<file path="config.mk">
export PLATFORM = sky130hd
export DESIGN_NAME = analog_input_diag_record
export DESIGN_NICKNAME = d
export VERILOG_FILES = /design/src/rtl/diag_record_pkg.sv /design/src/rtl/analog_input_diag_record.sv
export SDC_FILE = /design/constraint.sdc
export NUM_CORES = 1
export LEC_CHECK = 0
export ABC_AREA = 1
export BUFFER_PORTS_ARGS = -buffer_cell sky130_fd_sc_hd__buf_2
export CAP_MARGIN = 10
export CORE_AREA = 5 5 116 118
export DETAILED_ROUTE_END_ITERATION = 10
export DIE_AREA = 0 0 121 123
export PLACE_DENSITY = 0.75
export SETUP_SLACK_MARGIN = 0.05
export SLEW_MARGIN = 20
export SYNTH_ARGS = -nofsm -noshare
export SYNTH_HDL_FRONTEND = slang
export SYNTH_SLANG_ARGS = --single-unit
</file>
<file path="constraint.sdc">
create_clock -name CLK -period 1.7 [get_ports CLK]
set_clock_uncertainty 0.1 [all_clocks]
set_input_delay 0.085 -clock CLK [delete_from_list [all_inputs] [get_ports CLK]]
set_output_delay 0.085 -clock CLK [all_outputs]
set_load 0.03 [all_outputs]
</file>
<file path="src/rtl/diag_record_pkg.sv">
// package for the diagnostic data record of a two-channel analog input module
// assumes a single 125 MHz clock and byte-wide record reads
`default_nettype none
package diag_record_pkg;
	// ****************************************************
	// access selectors
	// ****************************************************
	localparam logic [7:0]  SET_SHORT      = 8'h00;
	localparam logic [7:0]  SET_FULL       = 8'h01;
	localparam logic [15:0] INDEX_SHORT    = 16'h2F00;
	localparam logic [15:0] INDEX_FULL     = 16'h2F01;
	localparam logic [15:0] ECAT_INDEX     = 16'h5005;
	localparam logic [7:0]  SUB_FIRST      = 8'h02;
	localparam logic [7:0]  SUB_LAST       = 8'h13;
	localparam logic [4:0]  SHORT_LEN      = 5'h04;
	localparam logic [4:0]  FULL_LEN       = 5'h14;
	// ****************************************************
	// byte positions in the record
	// ****************************************************
	localparam logic [4:0]  POS_SUMMARY    = 5'h00;
	localparam logic [4:0]  POS_INFO       = 5'h01;
	localparam logic [4:0]  POS_RSVD       = 5'h02;
	localparam logic [4:0]  POS_INTERNAL   = 5'h03;
	localparam logic [4:0]  POS_KIND       = 5'h04;
	localparam logic [4:0]  POS_BITS       = 5'h05;
	localparam logic [4:0]  POS_COUNT      = 5'h06;
	localparam logic [4:0]  POS_GROUPS     = 5'h07;
	localparam logic [4:0]  POS_CH0        = 5'h08;
	localparam logic [4:0]  POS_CH1        = 5'h09;
	localparam logic [4:0]  POS_STAMP      = 5'h10;
	// ****************************************************
	// fixed values
	// ****************************************************
	localparam logic [7:0]  MODULE_INFO_VAL = 8'h15;
	localparam logic [7:0]  KIND_VAL        = 8'h71;
	localparam logic [7:0]  BITS_VAL        = 8'h08;
	localparam logic [7:0]  COUNT_VAL       = 8'h02;
	localparam logic [7:0]  ZERO_BYTE       = 8'h00;
	// ****************************************************
	// bit positions
	// ****************************************************
	localparam int SUM_INTERNAL  = 1;
	localparam int SUM_EXTERNAL  = 2;
	localparam int SUM_CHANNEL   = 3;
	localparam int SUM_AUX       = 4;
	localparam int SUM_PARAM     = 7;
	localparam int INT_OVERFLOW  = 3;
	localparam int INT_COMM      = 4;
	localparam int INT_LOST      = 6;
	localparam int CH_CONFIG     = 0;
	localparam int CH_UNDER      = 5;
	localparam int CH_OVER       = 7;
	// ****************************************************
	// timing
	// ****************************************************
	localparam int CLK_MHZ       = 125;
	localparam int TICK_US       = 1;
	localparam int TICK_CYCLES   = CLK_MHZ * TICK_US;
	// ****************************************************
	// carriers
	// ****************************************************
	typedef enum logic [1:0] {
		MODE_SET   = 2'h0,
		MODE_INDEX = 2'h1,
		MODE_SUB   = 2'h2
	} access_mode_t;

	typedef struct packed {
		logic         valid;
		access_mode_t mode;
		logic [15:0]  selector;
		logic [7:0]   sub;
		logic [4:0]   offset;
	} read_req_t;

	typedef struct packed {
		logic config_err;
		logic under;
		logic over;
	} chan_cause_t;

	typedef struct packed {
		logic        internal_err;
		logic        external_err;
		logic        aux_missing;
		logic        param_err;
		logic        diag_overflow;
		logic        comm_err;
		logic        irq_lost;
		chan_cause_t ch0;
		chan_cause_t ch1;
	} causes_t;
endpackage
`default_nettype wire

</file>
<file path="src/rtl/analog_input_diag_record.sv">
// diagnostic data record: status bytes, identity bytes and microsecond stamp
// assumes error causes are synchronous levels and one read request at a time
//
// Functional notes
// (RULE1) record set 01h reads the whole record, 00h only its first four bytes
// (RULE2) index 2F01h reads the whole record, 2F00h only its first four bytes
// (RULE3) diagnostic bits per channel byte reads 08h
// (RULE4) channel count byte reads 02h
// (RULE5) channel 0 error byte, zero by default
// (RULE6) channel 1 error byte zero by default; six reserved zero bytes follow
// (RULE7) summary bit 1 set while an internal error is present
// (RULE8) summary bit 2 on external error, bit 3 on any channel error
// (RULE9) summary bit 4 on missing aux supply, bit 7 on parameter error
// (RULE10) module info low nibble is class 0101b, bits 7 to 5 zero
// (RULE11) module info bit 4 marks channel information present
// (RULE12) internal flags bit 3 on diagnostics buffer overflow
// (RULE13) internal flags bit 4 on internal communication error
// (RULE14) internal flags bit 6 on lost process interrupt
// (RULE15) free 32-bit microsecond counter captured when a diagnostic appears while none is present
// (RULE16) group error byte bit 0 for group 0, bit 1 for group 1
// (RULE17) channel byte bit 0 on config error, bit 7 on range overflow
// (RULE18) error bits follow their causes and clear when causes go
`default_nettype none
module analog_input_diag_record
	import diag_record_pkg::*;
#(
	parameter int TICK_DIV = TICK_CYCLES
) (
	input  wire logic                      CLK,       // 125 MHz clock
	input  wire logic                      RESET_N,   // async reset, active low
	input  wire diag_record_pkg::read_req_t REQ,      // record byte read request
	input  wire diag_record_pkg::causes_t   CAUSES,   // live error causes
	output var  logic                      RD_VALID,  // read answer valid pulse
	output var  logic                      RD_ERROR,  // request out of range pulse
	output var  logic [7:0]                RD_DATA,   // read byte
	output var  logic                      DIAG_ACTIVE, // any error present
	output var  logic [31:0]               US_TIME    // microsecond counter
);
	import diag_record_pkg::*;

	// divider counter is 16 bits wide
	if (TICK_DIV < 1 || TICK_DIV > 65535) begin : g_bad_tick_div
		$error("TICK_DIV out of range");
	end

	// ****************************************************
	// microsecond ticker
	// ****************************************************
	logic [15:0] div_reg;
	logic        tick;
	logic [31:0] us_reg;

	assign tick = (div_reg == 16'(TICK_DIV - 1));

	always_ff @(posedge CLK or negedge RESET_N) begin
		if (!RESET_N) begin
			div_reg <= 16'h0000;
		end else if (tick) begin
			div_reg <= 16'h0000;
		end else begin
			div_reg <= div_reg + 16'h0001;
		end
	end

	// wraps to zero past all ones
	always_ff @(posedge CLK or negedge RESET_N) begin
		if (!RESET_N) begin
			us_reg <= 32'h0000_0000;
		end else if (tick) begin
			us_reg <= us_reg + 32'h0000_0001; // RULE15
		end
	end

	// ****************************************************
	// status bytes, live from causes
	// ****************************************************
	logic [7:0] ch0_reg;
	logic [7:0] ch1_reg;
	logic [7:0] groups_reg;
	logic [7:0] summary_reg;
	logic [7:0] internal_reg;
	logic [7:0] ch0_next;
	logic [7:0] ch1_next;
	logic [7:0] groups_next;
	logic [7:0] summary_next;
	logic [7:0] internal_next;

	function automatic logic [7:0] chan_byte(input chan_cause_t c);
		logic [7:0] b;
		b = ZERO_BYTE;
		b[CH_CONFIG] = c.config_err; // RULE17
		b[CH_UNDER]  = c.under;
		b[CH_OVER]   = c.over;       // RULE17
		return b;
	endfunction

	always_comb begin
		ch0_next = chan_byte(CAUSES.ch0);              // RULE5
		ch1_next = chan_byte(CAUSES.ch1);              // RULE6
		groups_next = ZERO_BYTE;
		groups_next[0] = |ch0_next;                    // RULE16
		groups_next[1] = |ch1_next;                    // RULE16
		summary_next = ZERO_BYTE;
		summary_next[SUM_INTERNAL] = CAUSES.internal_err; // RULE7
		summary_next[SUM_EXTERNAL] = CAUSES.external_err; // RULE8
		summary_next[SUM_CHANNEL]  = |groups_next;        // RULE8
		summary_next[SUM_AUX]      = CAUSES.aux_missing;  // RULE9
		summary_next[SUM_PARAM]    = CAUSES.param_err;    // RULE9
		internal_next = ZERO_BYTE;
		internal_next[INT_OVERFLOW] = CAUSES.diag_overflow; // RULE12
		internal_next[INT_COMM]     = CAUSES.comm_err;      // RULE13
		internal_next[INT_LOST]     = CAUSES.irq_lost;      // RULE14
	end

	// no latching: each byte tracks its cause
	always_ff @(posedge CLK or negedge RESET_N) begin
		if (!RESET_N) begin
			ch0_reg      <= ZERO_BYTE;
			ch1_reg      <= ZERO_BYTE;
			groups_reg   <= ZERO_BYTE;
			summary_reg  <= ZERO_BYTE;
			internal_reg <= ZERO_BYTE;
		end else begin
			ch0_reg      <= ch0_next;      // RULE18
			ch1_reg      <= ch1_next;      // RULE18
			groups_reg   <= groups_next;   // RULE18
			summary_reg  <= summary_next;  // RULE18
			internal_reg <= internal_next; // RULE18
		end
	end

	// ****************************************************
	// event timestamp
	// ****************************************************
	logic        active_reg;
	logic [31:0] stamp_reg;
	logic        any_next;

	assign any_next = (|summary_next) | (|internal_next);

	// capture when a diagnostic rises while none was present
	always_ff @(posedge CLK or negedge RESET_N) begin
		if (!RESET_N) begin
			active_reg <= 1'b0;
			stamp_reg  <= 32'h0000_0000;
		end else begin
			active_reg <= any_next;
			if (any_next && !active_reg) begin
				stamp_reg <= us_reg; // RULE15
			end
		end
	end

	// ****************************************************
	// record read
	// ****************************************************
	logic [4:0] rec_len;
	logic [4:0] rec_pos;
	logic       sel_ok;

	always_comb begin
		rec_len = FULL_LEN;
		rec_pos = REQ.offset;
		sel_ok  = 1'b0;
		case (REQ.mode)
			MODE_SET: begin
				sel_ok  = (REQ.selector == {8'h00, SET_FULL}) ||
					(REQ.selector == {8'h00, SET_SHORT}); // RULE1
				rec_len = (REQ.selector == {8'h00, SET_SHORT}) ? SHORT_LEN : FULL_LEN;
			end
			MODE_INDEX: begin
				sel_ok  = (REQ.selector == INDEX_FULL) ||
					(REQ.selector == INDEX_SHORT); // RULE2
				rec_len = (REQ.selector == INDEX_SHORT) ? SHORT_LEN : FULL_LEN;
			end
			MODE_SUB: begin
				sel_ok  = (REQ.selector == ECAT_INDEX) &&
					(REQ.sub >= SUB_FIRST) && (REQ.sub <= SUB_LAST);
				rec_pos = 5'(REQ.sub - SUB_FIRST);
			end
			default: begin
				sel_ok = 1'b0;
			end
		endcase
	end

	function automatic logic [7:0] rec_byte(input logic [4:0] p);
		logic [7:0] b;
		b = ZERO_BYTE;
		case (p)
			POS_SUMMARY:  b = summary_reg;
			POS_INFO:     b = MODULE_INFO_VAL; // RULE10 RULE11
			POS_INTERNAL: b = internal_reg;
			POS_KIND:     b = KIND_VAL;
			POS_BITS:     b = BITS_VAL;        // RULE3
			POS_COUNT:    b = COUNT_VAL;       // RULE4
			POS_GROUPS:   b = groups_reg;
			POS_CH0:      b = ch0_reg;
			POS_CH1:      b = ch1_reg;
			POS_STAMP:    b = stamp_reg[7:0];
			POS_STAMP + 5'h01: b = stamp_reg[15:8];
			POS_STAMP + 5'h02: b = stamp_reg[23:16];
			POS_STAMP + 5'h03: b = stamp_reg[31:24];
			default:      b = ZERO_BYTE;       // RULE6
		endcase
		return b;
	endfunction

	always_ff @(posedge CLK or negedge RESET_N) begin
		if (!RESET_N) begin
			RD_VALID <= 1'b0;
			RD_ERROR <= 1'b0;
			RD_DATA  <= ZERO_BYTE;
		end else begin
			RD_VALID <= REQ.valid;
			RD_ERROR <= REQ.valid && !(sel_ok && rec_pos < rec_len);
			if (REQ.valid && sel_ok && rec_pos < rec_len) begin
				RD_DATA <= rec_byte(rec_pos);
			end else begin
				RD_DATA <= ZERO_BYTE;
			end
		end
	end

	always_ff @(posedge CLK or negedge RESET_N) begin
		if (!RESET_N) begin
			DIAG_ACTIVE <= 1'b0;
			US_TIME     <= 32'h0000_0000;
		end else begin
			DIAG_ACTIVE <= active_reg;
			US_TIME     <= us_reg;
		end
	end

endmodule
`default_nettype wire

</file>
After elaboration in Yosys (flattened, before gate mapping)
Index checks and enable logic that the tools add are counted.
- logic and storage cells: 67
- bits in registers: 140
- output and inout port bits: 43
- bits of input ports: 47
- equal/unequal tests: 19
- reduce and logical (&&, ||, !) cells: 19
- bitwise logic cells: 1
- $add $sub $neg: 3
- order comparisons: 3
- multiplexer cells: 8
- operators by type and width (operator ; count):
    one-hot mux 8 bit (13 select lines) ; 1
    adder 32 x 1 -> 32 bit (second input constant) ; 1
    equality test 16 x 14 -> 1 bit (second input constant) ; 2
    equality test 5 x 3 -> 1 bit (second input constant) ; 4
    equality test 5 bit (second input constant) ; 4
    adder 16 x 1 -> 16 bit (second input constant) ; 1
    equality test 16 x 1 -> 1 bit (second input constant) ; 1
    equality test 16 x 15 -> 1 bit (second input constant) ; 1
    equality test 16 x 7 -> 1 bit (second input constant) ; 1
    logical NOT 16 bit ; 1
    two-way mux 16 bit ; 1
    two-way mux 5 bit ; 3
    equality test 5 x 4 -> 1 bit (second input constant) ; 2
    one-hot mux 5 bit (2 select lines) ; 1
    OR reduction 10 bit ; 1
    OR reduction 3 bit ; 3
    >= comparator 8 x 2 -> 1 bit (second input constant) ; 1
    <= comparator 8 x 5 -> 1 bit (second input constant) ; 1
    two-way mux 8 bit ; 1
    logical AND 1 bit ; 7
    OR reduction 6 bit ; 1
    equality test 5 x 1 -> 1 bit (second input constant) ; 1
    equality test 5 x 2 -> 1 bit (second input constant) ; 1
    logical NOT 5 bit ; 1
    other kinds (9) ; 11

Logic depth before layout (Yosys ltp)
Gate-level depths: netlist of the first run.
- depth in word-level cells: 7
- gate-level depth with buffers: 16
- depth with buffers taken out: 16

Worst setup path after synthesis of the first run
No wires, ideal clock.
- path type: reg-to-reg
- start point: reg div_reg[0]
- end point: reg us_reg[10]
- required time: 1479 ps
- path slack: -125 ps
- arrival: 1603 ps
- setup time: 121 ps
- period minus slack after synthesis: 1825 ps
- stages on the path, launching flop included: 9
- path buffers: 0
- cell sequence: dfrtp_1 inv_1 ha_1 nand4_1 nor3_4 nand4_1 nor2_1 nand2_1 xor2_1
- cells in the longest elaborated chain, start to end: 1
- RTL lines (item ; RTL line ; source):
    from (decl) ; analog_input_diag_record.sv:49 ; logic [15:0] div_reg;
    from (signal assigned) ; analog_input_diag_record.sv:61 ; div_reg <= div_reg + 16'h0001;
    equality test 16 x 7 -> 1 bit ; analog_input_diag_record.sv:53 ; assign tick = (div_reg == 16'(TICK_DIV - 1));
    to (signal assigned) ; analog_input_diag_record.sv:70 ; us_reg <= us_reg + 32'h0000_0001;
    to (decl) ; analog_input_diag_record.sv:51 ; logic [31:0] us_reg;
Every way passes these cells.
A chain may end at the register's enable or synchronous reset.

Final worst setup path of the first run
- start point: reg div_reg[0]
- end point: reg us_reg[8]
Same word-level chain as after synthesis.

==> results.py, run 1 <==
metrics = {
    "run_status": {
        "run_status": "complete, but fails checks",
        "violations": "setup timing",
    },
    "final_layout": {
        "stdcell_area_sq_mm": 0.00924,
        "postLayoutCoreUtil_pct": 74.7,
        "nets": 1026,
        "antenna_cells": 0,
        "syn2layout_area_growth_pct": 47.6,
        "drive_gt1_share_pct": 34.3,
    },
    "global_route": {
        "grt_pass1_vias": 5902,
        "grt_max_degree": 63,
        "grtUsageTotal_pct": 24.5,
        "grt_pass1_wl_um": 27900,
        "antenna_found_initial": 0,
        "overflow": 0,
    },
    "floorplan": {
        "die_h_um": 123,
        "fp.dieArea_sq_mm": 0.0149,
        "fp-row-count": 41,
        "die_w_um": 121,
        "initial_utilization_pct": 50.6,
        "num_io_pins": 90,
        "core_sq_mm": 0.0124,
    },
    "worst_setup_path": {
        "crit_required_ns": 1.95,
        "r2r_slack_ns": -0.18,
        "r2r-start": "div_reg[0]$_DFF_PN0_",
        "cpMaxStageDelayCell": "dfrtp_1",
        "criticalPathCategory": "flop to flop",
        "slowest_delay_ns": 0.40,
        "endpoint_kind": "flop",
        "ff2ff_path_depth": 8,
        "cp-start-kind": "flop",
        "reg2reg_to": "us_reg[8]$_DFFE_PN0N_",
        "crit_top_cell": "nand4_1",
        "path_cells": "inv_2, ha_4, nand4_1, nor3_4, buf_6, nand4_1, nor3_1, xor2_1",
        "cp_max_fo": 4,
        "crit_arrival_ns": 2.13,
    },
    "logic_synthesis": {
        "synthCells": 723,
        "synth-seq-area-share_pct": 56.0,
        "synthXorXnorAreaFrac_pct": 4.20,
        "synth_area_leaders": "dfrtp_1 (56%), nand2_1 (11%), nor2_1 (4.9%)",
        "syn_nets": 775,
        "yosys_warnings": 0,
        "syn_area_per_cell_sq_um": 8.65,
        "synth_fa_ha_area_share_pct": 1.00,
        "synthSimpleGateAreaFrac_pct": 28.0,
        "ys_types": 32,
        "synthesis.area_sq_mm": 0.00625,
        "ys_ff_latch": 140,
        "synth.mux.area_fraction_pct": 0,
        "synth_top_family_by_area": "simple AND/OR/NAND/NOR gates",
        "synth_top_area_share_pct": 56.0,
        "synth-compound-area-share_pct": 5.12,
        "synth_largest_area_cell": "dfrtp_1",
    },
    "clock_tree": {
        "numCtsBuffers": 17,
        "h-tree-depth": 4,
        "clkLatencyLatePin_ns": 0.43,
        "cts_tree": "yes",
        "clock_path_buffers": 2,
        "clkSinkCount": 140,
        "path_clk_slew_ns": 0.06,
        "cts_root_buf": "clkbuf_16",
    },
    "sta": {
        "hold_viol": 0,
        "period_minus_slack_ns": 1.88,
        "rsz0062_at_grt": "yes",
        "fin_setup_tns_ns": -2.33,
        "setup_viol": 33,
        "fin_crit_sh_pct": 110,
        "worst_pin_slew_ns": 0.369,
        "drv_slew": 0,
        "fmax_ghz": 0.533,
        "relSlewSlack_pct": 75.4,
        "setup_slack_ns": -0.177,
    },
    "placed_design": {
        "placed_area_sq_mm": 0.00777,
        "hpwlAfterDp_um": 11900,
        "io_buffer_count": 89,
        "place.gp.congestion": 0.918,
    },
    "route": {
        "wl_per_cell_um": 16.9,
        "routed_wl_um": 19600,
        "drtAntennaViolNets": 0,
        "detail_route.iter0.violations": 523,
        "drtPass1Iterations": 5,
        "post-route-drc-count": 0,
        "via_count": 6056,
        "viasPerCell": 5.23,
    },
    "flow_run": {
        "drv_cap": 0,
    },
    "power": {
        "p_leak_nw": 4.55,
        "powerDensity_mw_per_mm2": 827,
        "peakVddDrop_mv": 0.890,
    },
    "worst_hold_path": {
        "min_path_type": "primary input to async pin",
    },
}
[repair_timing]
action	CTS	global route
resized for setup	32	74
pin swaps	14	21
hold endpoints to repair	159	3
hold buffers	17	2
setup endpoints to repair	38	84
buffers inserted	14	9
gates cloned	0	7
[how the worst max path moves through the flow]
stage,start,endpoint,slack [ns],depth (start not counted)
2_1_floorplan,div_reg[4]$_DFF_PN0_,us_reg[10]$_DFFE_PN0N_,-0.06,8
3_3_place_gp,REQ[6],RD_DATA[6]$_DFF_PN0_,-0.13,16
3_5_place_dp,REQ[6],RD_DATA[7]$_DFF_PN0_,-0.18,16
4_1_cts,div_reg[0]$_DFF_PN0_,us_reg[31]$_DFFE_PN0N_,-0.16,9
5_1_grt,div_reg[0]$_DFF_PN0_,us_reg[8]$_DFFE_PN0N_,-0.31,8
6_report,div_reg[0]$_DFF_PN0_,us_reg[8]$_DFFE_PN0N_,-0.18,8
[stage by stage]
stage                     total power [mW]  worst slack (ns)  cells  hold WS, ns
final                                 7.64            -0.177   1159       0.0321
after global routing                  7.87            -0.313   1159       0.0466
after CTS                             7.64            -0.163   1146       0.0392
after detailed placement              3.79            -0.180   1084      -0.0882
after global placement                3.78            -0.131   1084      -0.0892
after floorplan                       3.56           -0.0558    723       -0.311
[layout make-up]
class	instances	area, sq um
flip-flops and latches	140	3510
fillers	812	3130
multi-input cells	493	2760
repair buffers	243	1830
clock buffers	22	484
inverters	79	303
well taps	172	215
clock inverters	10	136
[cells in the final DEF (no fill, tap or decap), drive strengths merged]
cell type and count:
nor4 6, clkinvlp 1, xor2 29, o211ai 2, buf 222, nand2 191
bufinv 3, clkbuf 26, nand3 48, clkinv 6, dlygate4sd3 17, nand4 21
or3 1, nor2 89, nor3b 1, nor3 33, a21oi 8, nand3b 2
or2 3, o21ai 53, dfrtp 140, xnor2 1, ha 5, inv 79
[critical path: cells and delay by family, from the launching register on]
| family | cells | cell delay, ns |
|---|---|---|
| buffers and inverters | 2 | 0.24 |
| XOR/XNOR | 1 | 0.17 |
| flip-flops | 1 | 0.40 |
| adder cells (fa/ha/maj) | 1 | 0.14 |
| AND/OR/NAND/NOR | 4 | 0.75 |
[per-layer routing]
layer	wire length, um	part of all wire [%]	up-vias	global-route usage (%)
met4	830	4.2	0	10.3
li1	-	-	2836	-
met5	0	0	-	0
met3	1300	6.6	74	6.95
met1	7470	38	2900	29.1
met2	10000	51	246	41.8
[Yosys cell counts, drive strengths merged]
master,count
nand2,191
dfrtp,140
nor2,89
inv,79
o21ai,53
nand3,48
nor3,33
xor2,29
nand4,21
buf,10
a21oi,8
nor4,6
ha,5
or2,3
nand3b,2
o211ai,2
clkbuf,1
nor3b,1
or3,1
xnor2,1
[where the power goes]
| group | internal, mW | switching (mW) | leakage, nW |
|---|---|---|---|
| clock | 2.46 | 1.41 | 0.310 |
| combinational | 0.170 | 0.237 | 2.36 |
| sequential | 3.35 | 0.00738 | 1.88 |
| total | 5.98 | 1.65 | 4.55 |
[logic make-up (layout without fill, tap and decap cells)]
kind of cell	after synthesis	count (layout)
AO/OA/AOI/OAI	63	63
AND/OR/NAND/NOR	395	395
adder cells (fa/ha/maj)	5	5
XOR/XNOR	30	30
flip-flops	140	140
buffers and inverters	90	354
(Power assumes the default switching activity.)
==> run 2, diff against run 1 <==
- ABC_AREA: 1 -> 0
- CORE_AREA: 5 5 116 118 -> 5 5 113 115
- DIE_AREA: 0 0 121 123 -> 0 0 118 120
==> run 2 against run 1 <==
  * The run still ends with setup timing left
  * Count of clock-buffer cells in the layout is the same
  * Hold slack gained 0.060 ns
  * Worst setup slack lost 0.12 ns
  * Cell count shrank 26%
  * Power shrank 3.6%
  * Combinational power grew 18%
  * Register-to-register slack lost 0.12 ns
==> results.py, run 2 <==
metrics = {
    "run_status": {
        "run_status": "complete, but fails checks",
        "violations": "setup timing",
    },
    "final_layout": {
        "most-common-layout-cells": "dfrtp_1 (140), buf_4 (95), buf_2 (87)",
        "fillers": 801,
        "stdcell_count": 852,
        "syn2layout_area_growth_pct": 42.9,
        "layout_commonest_cell": "dfrtp_1",
        "drive_gt1_share_pct": 44.3,
        "postLayoutCoreUtil_pct": 71.0,
        "nets": 743,
    },
    "floorplan": {
        "die_h_um": 120,
        "initial_utilization_pct": 49.7,
        "fp-row-count": 40,
        "num_io_pins": 90,
        "die_w_um": 118,
        "core_sq_mm": 0.0117,
        "fp.dieArea_sq_mm": 0.0142,
    },
    "worst_setup_path": {
        "criticalPathCategory": "flop to flop",
        "r2r-start": "div_reg[0]$_DFF_PN0_",
        "cpMaxStageDelayCell": "dfrtp_1",
        "reg2reg_to": "us_reg[16]$_DFFE_PN0N_",
        "crit_required_ns": 1.95,
        "crit_arrival_ns": 2.24,
        "endpoint_kind": "flop",
        "slowest_delay_ns": 0.38,
        "cp-start-kind": "flop",
        "critical_path.endpoint": "us_reg[16]$_DFFE_PN0N_",
        "cp_max_fo": 4,
        "ff2ff_path_depth": 9,
        "path_cells": "inv_1, ha_1, and4bb_2, nand4_4, nor4_4, buf_6, nand3_4, nor3_2, xor2_1",
        "r2r_slack_ns": -0.29,
        "crit_path_start": "div_reg[0]$_DFF_PN0_",
    },
    "power": {
        "p_total_mw": 7.36,
        "p_leak_nw": 4.08,
        "powerDensity_mw_per_mm2": 885,
        "peakVddDrop_mv": 0.756,
    },
    "logic_synthesis": {
        "ys_types": 58,
        "synth_flop_cell": "dfrtp_1",
        "yosys_warnings": 0,
        "ys_ff_latch": 140,
        "synth-seq-area-share_pct": 60.2,
        "ys_async_sr_fraction_pct": 100,
        "synthCells": 472,
        "syn_nets": 524,
        "synth_common_cells": "dfrtp_1 (140), nor2_1 (35), mux2_2 (33)",
        "synth_top_area_share_pct": 60.2,
        "synth_area_leaders": "dfrtp_1 (60%), mux2_2 (6.4%), xnor2_1 (4.5%)",
        "synth_enable_flop_cells": 0,
        "syn_area_per_cell_sq_um": 12.3,
        "synth.most_common_cell": "dfrtp_1",
        "synth_largest_area_cell": "dfrtp_1",
        "synthesis.area_sq_mm": 0.00582,
    },
    "sta": {
        "setup_slack_ns": -0.295,
        "hold_viol": 0,
        "hold_slack_ns": 0.0917,
        "worst_pin_slew_ns": 0.578,
        "rsz0062_at_grt": "yes",
        "relSlewSlack_pct": 61.5,
        "drv_slew": 0,
        "fmax_ghz": 0.501,
        "setup_viol": 72,
        "period_minus_slack_ns": 1.99,
        "fin_crit_sh_pct": 117,
    },
    "global_route": {
        "grt_pass1_vias": 4865,
        "antenna_found_initial": 1,
        "grtUsageTotal_pct": 21.9,
        "grt_max_degree": 59,
        "overflow": 0,
        "grt_pass1_wl_um": 24600,
    },
    "route": {
        "drtPass1Iterations": 5,
        "post-route-drc-count": 0,
        "detail_route.iter0.violations": 324,
        "via_count": 4676,
        "viasPerCell": 5.49,
        "drtAntennaViolNets": 0,
        "wl_per_cell_um": 18.6,
        "routed_wl_um": 15800,
    },
    "placed_design": {
        "pre_cts_ws_ns": -0.567,
        "place.gp.congestion": 0.933,
        "dp_cells": 789,
        "hpwlAfterDp_um": 10200,
        "io_buffer_count": 89,
    },
    "clock_tree": {
        "cts_tree": "yes",
        "clkSinkCount": 140,
        "clkLatencyLatePin_ns": 0.42,
        "clock_path_buffers": 2,
        "numCtsBuffers": 17,
        "h-tree-depth": 4,
        "cts_root_buf": "clkbuf_16",
        "path_clk_slew_ns": 0.06,
    },
    "flow_run": {
        "drv_cap": 0,
    },
    "worst_hold_path": {
        "min_path_type": "primary input to flop",
    },
}
==> run 2: cell count changes in the layout (fill, tap and decap cells not counted), moves of 10 or more <==
cell	before	now
a22oi_1	0	14
buf_4	116	95
inv_1	72	14
mux2_2	0	33
nand2_1	179	25
nand3_1	38	28
nand4_1	21	8
nor2_1	69	24
nor3_1	18	4
o21ai_0	36	3
o21ai_1	14	0
xnor2_1	0	28
xor2_1	28	17
==> run 2: cell type report <==
class	instances	area, sq um	share of cell area (%)
Tap cell	147	184	2.21
Clock buffer	22	474	5.70
Inverter	14	52.6	0.632
Antenna cell	1	2.50	0.0301
Clock inverter	10	90.1	1.08
Multi-Input combinational cell	308	2490	30.0
Sequential cell	140	3500	42.1
Timing Repair Buffer	210	1520	18.2
==> run 2: per-layer routing <==
| layer | vias up | global-route usage, % | wire length, um |
|---|---|---|---|
| met3 | 48 | 6.79 | 1110 |
| met4 | 0 | 8.75 | 581 |
| li1 | 2129 | - | - |
| met2 | 193 | 36.6 | 7950 |
| met5 | - | 0 | 0 |
| met1 | 2306 | 26.6 | 6180 |
==> run 2: report_power, final <==
group	switching [mW]	internal [mW]
Clock	1.40	2.12
Combinational	0.269	0.211
Sequential	0.00915	3.35
==> run 2: kinds of logic after synthesis <==
| family | count (synthesis) | synth area share [%] |
|---|---|---|
| buf+inv | 24 | 1.66 |
| fa+ha+maj | 5 | 1.07 |
| mux | 36 | 6.90 |
| flops | 140 | 60.2 |
| simple gates | 158 | 15.5 |
| xor+xnor | 47 | 7.07 |
| compound gates | 62 | 7.61 |
==> run 2: timing repair <==
action | in CTS | in global routing
resized for setup | 16 | 22
endpoints found under the setup margin | 38 | 75
hold buffers | 15 | 7
pin swaps | 7 | 20
cloned | 0 | 3
setup buffers | 3 | 9
hold endpoints to repair | 156 | 10
==> run 2: worst min-delay path by stage <==
stage,slack (ns),depth (start not counted),endpoint,from
6_report,0.09,5,RD_ERROR$_DFF_PN0_,REQ[26]
5_1_grt,0.16,6,RD_DATA[5]$_DFF_PN0_,REQ[26]
4_1_cts,0.07,5,RD_ERROR$_DFF_PN0_,REQ[26]
3_5_place_dp,0.007,1,US_TIME[19]$_DFF_PN0_,RESET_N
3_3_place_gp,-0.002,1,US_TIME[19]$_DFF_PN0_,RESET_N
2_1_floorplan,-0.31,0,DIAG_ACTIVE$_DFF_PN0_,RESET_N
==> run 2: critical path: cells and delay by family, from the launching register on <==
kind / cells / cell delay [ns]
fa+ha+maj: 1 / 0.15
simple gates: 5 / 0.87
buf+inv: 2 / 0.25
xor+xnor: 1 / 0.17
flops: 1 / 0.38
==> run 2: per-stage QoR <==
step | instance area [sq um] | TNS, ns
global placement | 7250 | -7.39
floorplan | 5910 | -4.45
finish | 8320 | -13.21
global route | 8320 | -16.39
detailed placement | 7250 | -9.84
CTS | 8080 | -10.99
==> run 3, diff against run 2 <==
- CORE_AREA: 5 5 113 115 -> 5 5 105 107
- DIE_AREA: 0 0 118 120 -> 0 0 110 112
- PLACE_DENSITY: 0.75 -> 0.82
- clock period: 1.7 -> 2.55 ns (I/O delays scaled with it)
==> run 3 against run 2 <==
  * The flow now finishes without violations
  * Register-to-register slack improved by 0.60 ns
  * Critical endpoint is now us_reg[14]$_DFFE_PN0N_
  * Count of clock-buffer cells in the layout decreased by 3
  * Utilization up 1.4 points
  * Maximum frequency decreased by 11%
  * Power is 31% lower
  * Routed wire length shrank 13%
  * Flip-flop and latch count unchanged
  * Combinational power fell by 49%
  * Via count shrank 8.4%
==> results.py, run 3 (same netlist as run 2, synthesis figures left out) <==
metrics = {
    "run_status": {
        "run_status": "complete, no violations",
    },
    "global_route": {
        "grt_pass1_vias": 4391,
        "grt_pass1_wl_um": 22500,
        "grtUsageTotal_pct": 23.7,
        "grt_max_degree": 63,
        "overflow": 0,
        "antenna_found_initial": 0,
    },
    "sta": {
        "relSlewSlack_pct": 58.9,
        "period_minus_slack_ns": 2.25,
        "rsz0062_at_grt": "no",
        "drv_slew": 0,
        "hold_viol": 0,
        "fin_crit_sh_pct": 88.2,
        "fin_setup_tns_ns": 0,
        "setup_slack_ns": 0.302,
        "worst_pin_slew_ns": 0.600,
        "setup_viol": 0,
        "hold_slack_ns": 0.0140,
        "fmax_ghz": 0.445,
    },
    "worst_setup_path": {
        "path_cells": "inv_1, ha_1, and4bb_1, nand4_4, nor4_4, buf_4, nand3_2, nor2_1, xor2_1",
        "ff2ff_path_depth": 9,
        "criticalPathCategory": "flop to flop",
        "cp_max_fo": 6,
        "slowest_delay_ns": 0.43,
        "critPathTopFamily": "simple AND/OR/NAND/NOR gates",
        "r2r_slack_ns": 0.30,
        "crit_arrival_ns": 2.58,
        "reg2reg_to": "us_reg[14]$_DFFE_PN0N_",
        "cpMaxStageDelayCell": "dfrtp_1",
        "cp-start-kind": "flop",
        "endpoint_kind": "flop",
        "cp.depth": 9,
        "r2r-start": "div_reg[0]$_DFF_PN0_",
        "timing.critical_path.buf_inv": 2,
        "crit_required_ns": 2.88,
    },
    "placed_design": {
        "place.gp.congestion": 0.876,
        "pre_cts_ws_ns": 0.123,
        "io_buffer_count": 89,
        "placed_area_sq_mm": 0.00648,
        "hpwlAfterDp_um": 8860,
    },
    "route": {
        "drtAntennaViolNets": 0,
        "routed_wl_um": 13700,
        "via_count": 4281,
        "viasPerCell": 5.75,
        "wl_per_cell_um": 18.5,
        "post-route-drc-count": 0,
        "drtPass1Iterations": 6,
        "detail_route.iter0.violations": 364,
    },
    "clock_tree": {
        "h-tree-depth": 4,
        "cts_resized": 0,
        "clkSinkCount": 140,
        "cts_setup_buffers": 0,
        "clkLatencyLatePin_ns": 0.52,
        "cts_root_buf": "clkbuf_8",
        "path_clk_slew_ns": 0.06,
        "numCtsBuffers": 17,
        "cts_tree": "yes",
        "clock_path_buffers": 2,
    },
    "final_layout": {
        "drive_gt1_share_pct": 29.9,
        "antenna_cells": 0,
        "most-common-layout-cells": "dfrtp_1 (140), buf_2 (88), nor2_1 (35)",
        "stdcell_area_sq_mm": 0.00728,
        "nets": 648,
        "layout_commonest_cell": "dfrtp_1",
        "syn2layout_area_growth_pct": 25.0,
    },
    "floorplan": {
        "num_io_pins": 90,
        "die_w_um": 110,
        "core_sq_mm": 0.0100,
        "initial_utilization_pct": 57.9,
        "fp-row-count": 37,
        "die_h_um": 112,
        "fp.dieArea_sq_mm": 0.0123,
    },
    "power": {
        "p_sw_share_pct": 21.9,
        "peakVddDrop_mv": 0.432,
        "p_comb_share_pct": 4.9,
        "p_total_mw": 5.06,
        "p_leak_nw": 3.53,
        "p_int_mw": 3.95,
        "powerDensity_mw_per_mm2": 695,
        "sequentialPowerShare_pct": 44.3,
        "clockPowerShare_pct": 50.8,
        "switchingPower_mw": 1.11,
    },
    "worst_hold_path": {
        "hold_path_end": "RD_ERROR$_DFF_PN0_",
        "min-delay-start": "REQ[7]",
        "whs_path_depth": 4,
        "min_path_type": "primary input to flop",
    },
    "flow_run": {
        "drv_cap": 0,
    },
}
-- run 3: cell count changes in the layout (fill, tap and decap cells not counted), moves of 4 or more --
cell	change
buf_12	-4
buf_4	-87
buf_6	-5
nor2_1	+11
nor2_4	-9
nor3_1	+6
nor3_2	-5
-- run 3: per-stage QoR --
stage | std cells | utilization [%]
finish | 745 | 72.4
global route | 745 | 72.4
CTS | 745 | 72.4
detailed placement | 696 | 64.6
global placement | 696 | 64.6
floorplan | 472 | -
-- run 3: timing repair --
action                     4_1_cts  5_1_grt
setup endpoints to repair        0        0
hold buffers                    17        0
hold endpoints to repair       167        0
-- run 3: cell type report --
class / count / area (sq um)
timing repair buffer: 115 / 702
clock buffer: 19 / 432
tap: 136 / 170
multi-input combinational: 308 / 2230
clock inverter: 13 / 189
fill: 674 / 2770
inverter: 14 / 52.6
sequential: 140 / 3500
-- run 3: worst max-delay path by stage --
stage | from | end | slack [ns]
floorplan | REQ[17] | RD_DATA[0]$_DFF_PN0_ | 0.42
global placement | REQ[17] | RD_DATA[0]$_DFF_PN0_ | 0.17
detailed placement | REQ[17] | RD_DATA[0]$_DFF_PN0_ | 0.12
CTS | div_reg[0]$_DFF_PN0_ | us_reg[14]$_DFFE_PN0N_ | 0.27
global route | div_reg[0]$_DFF_PN0_ | us_reg[14]$_DFFE_PN0N_ | 0.19
finish | div_reg[0]$_DFF_PN0_ | us_reg[14]$_DFFE_PN0N_ | 0.30
-- run 3: worst reg2reg max path, cell delays in order, from the launching register on --
cell and delay [ns]:
dfrtp_1 0.43, inv_1 0.08, ha_1 0.15, and4bb_1 0.27
nand4_4 0.16, nor4_4 0.24, buf_4 0.20, nand3_2 0.15
nor2_1 0.19, xor2_1 0.20
-- run 3: routing by layer --
layer | up-vias | global-route usage (%) | wire, um | share of wire, %
met4 | 0 | 7.90 | 308 | 2.2
li1 | 1930 | - | - | -
met3 | 33 | 5.10 | 777 | 5.7
met2 | 172 | 38.6 | 7100 | 52
met1 | 2146 | 31.5 | 5560 | 40
met5 | - | 0 | 0 | 0
-- run 3: power groups by stage --
| stage | clock network (mW) | registers, mW | logic, mW |
|---|---|---|---|
| 6_report | 2.57 | 2.24 | 0.246 |
| 4_1_cts | 2.56 | 2.24 | 0.245 |
| 5_1_grt | 2.72 | 2.24 | 0.274 |
| 2_1_floorplan | 0 | 2.28 | 0.0908 |
| 3_3_place_gp | 0 | 2.28 | 0.216 |
| 3_5_place_dp | 0 | 2.28 | 0.222 |
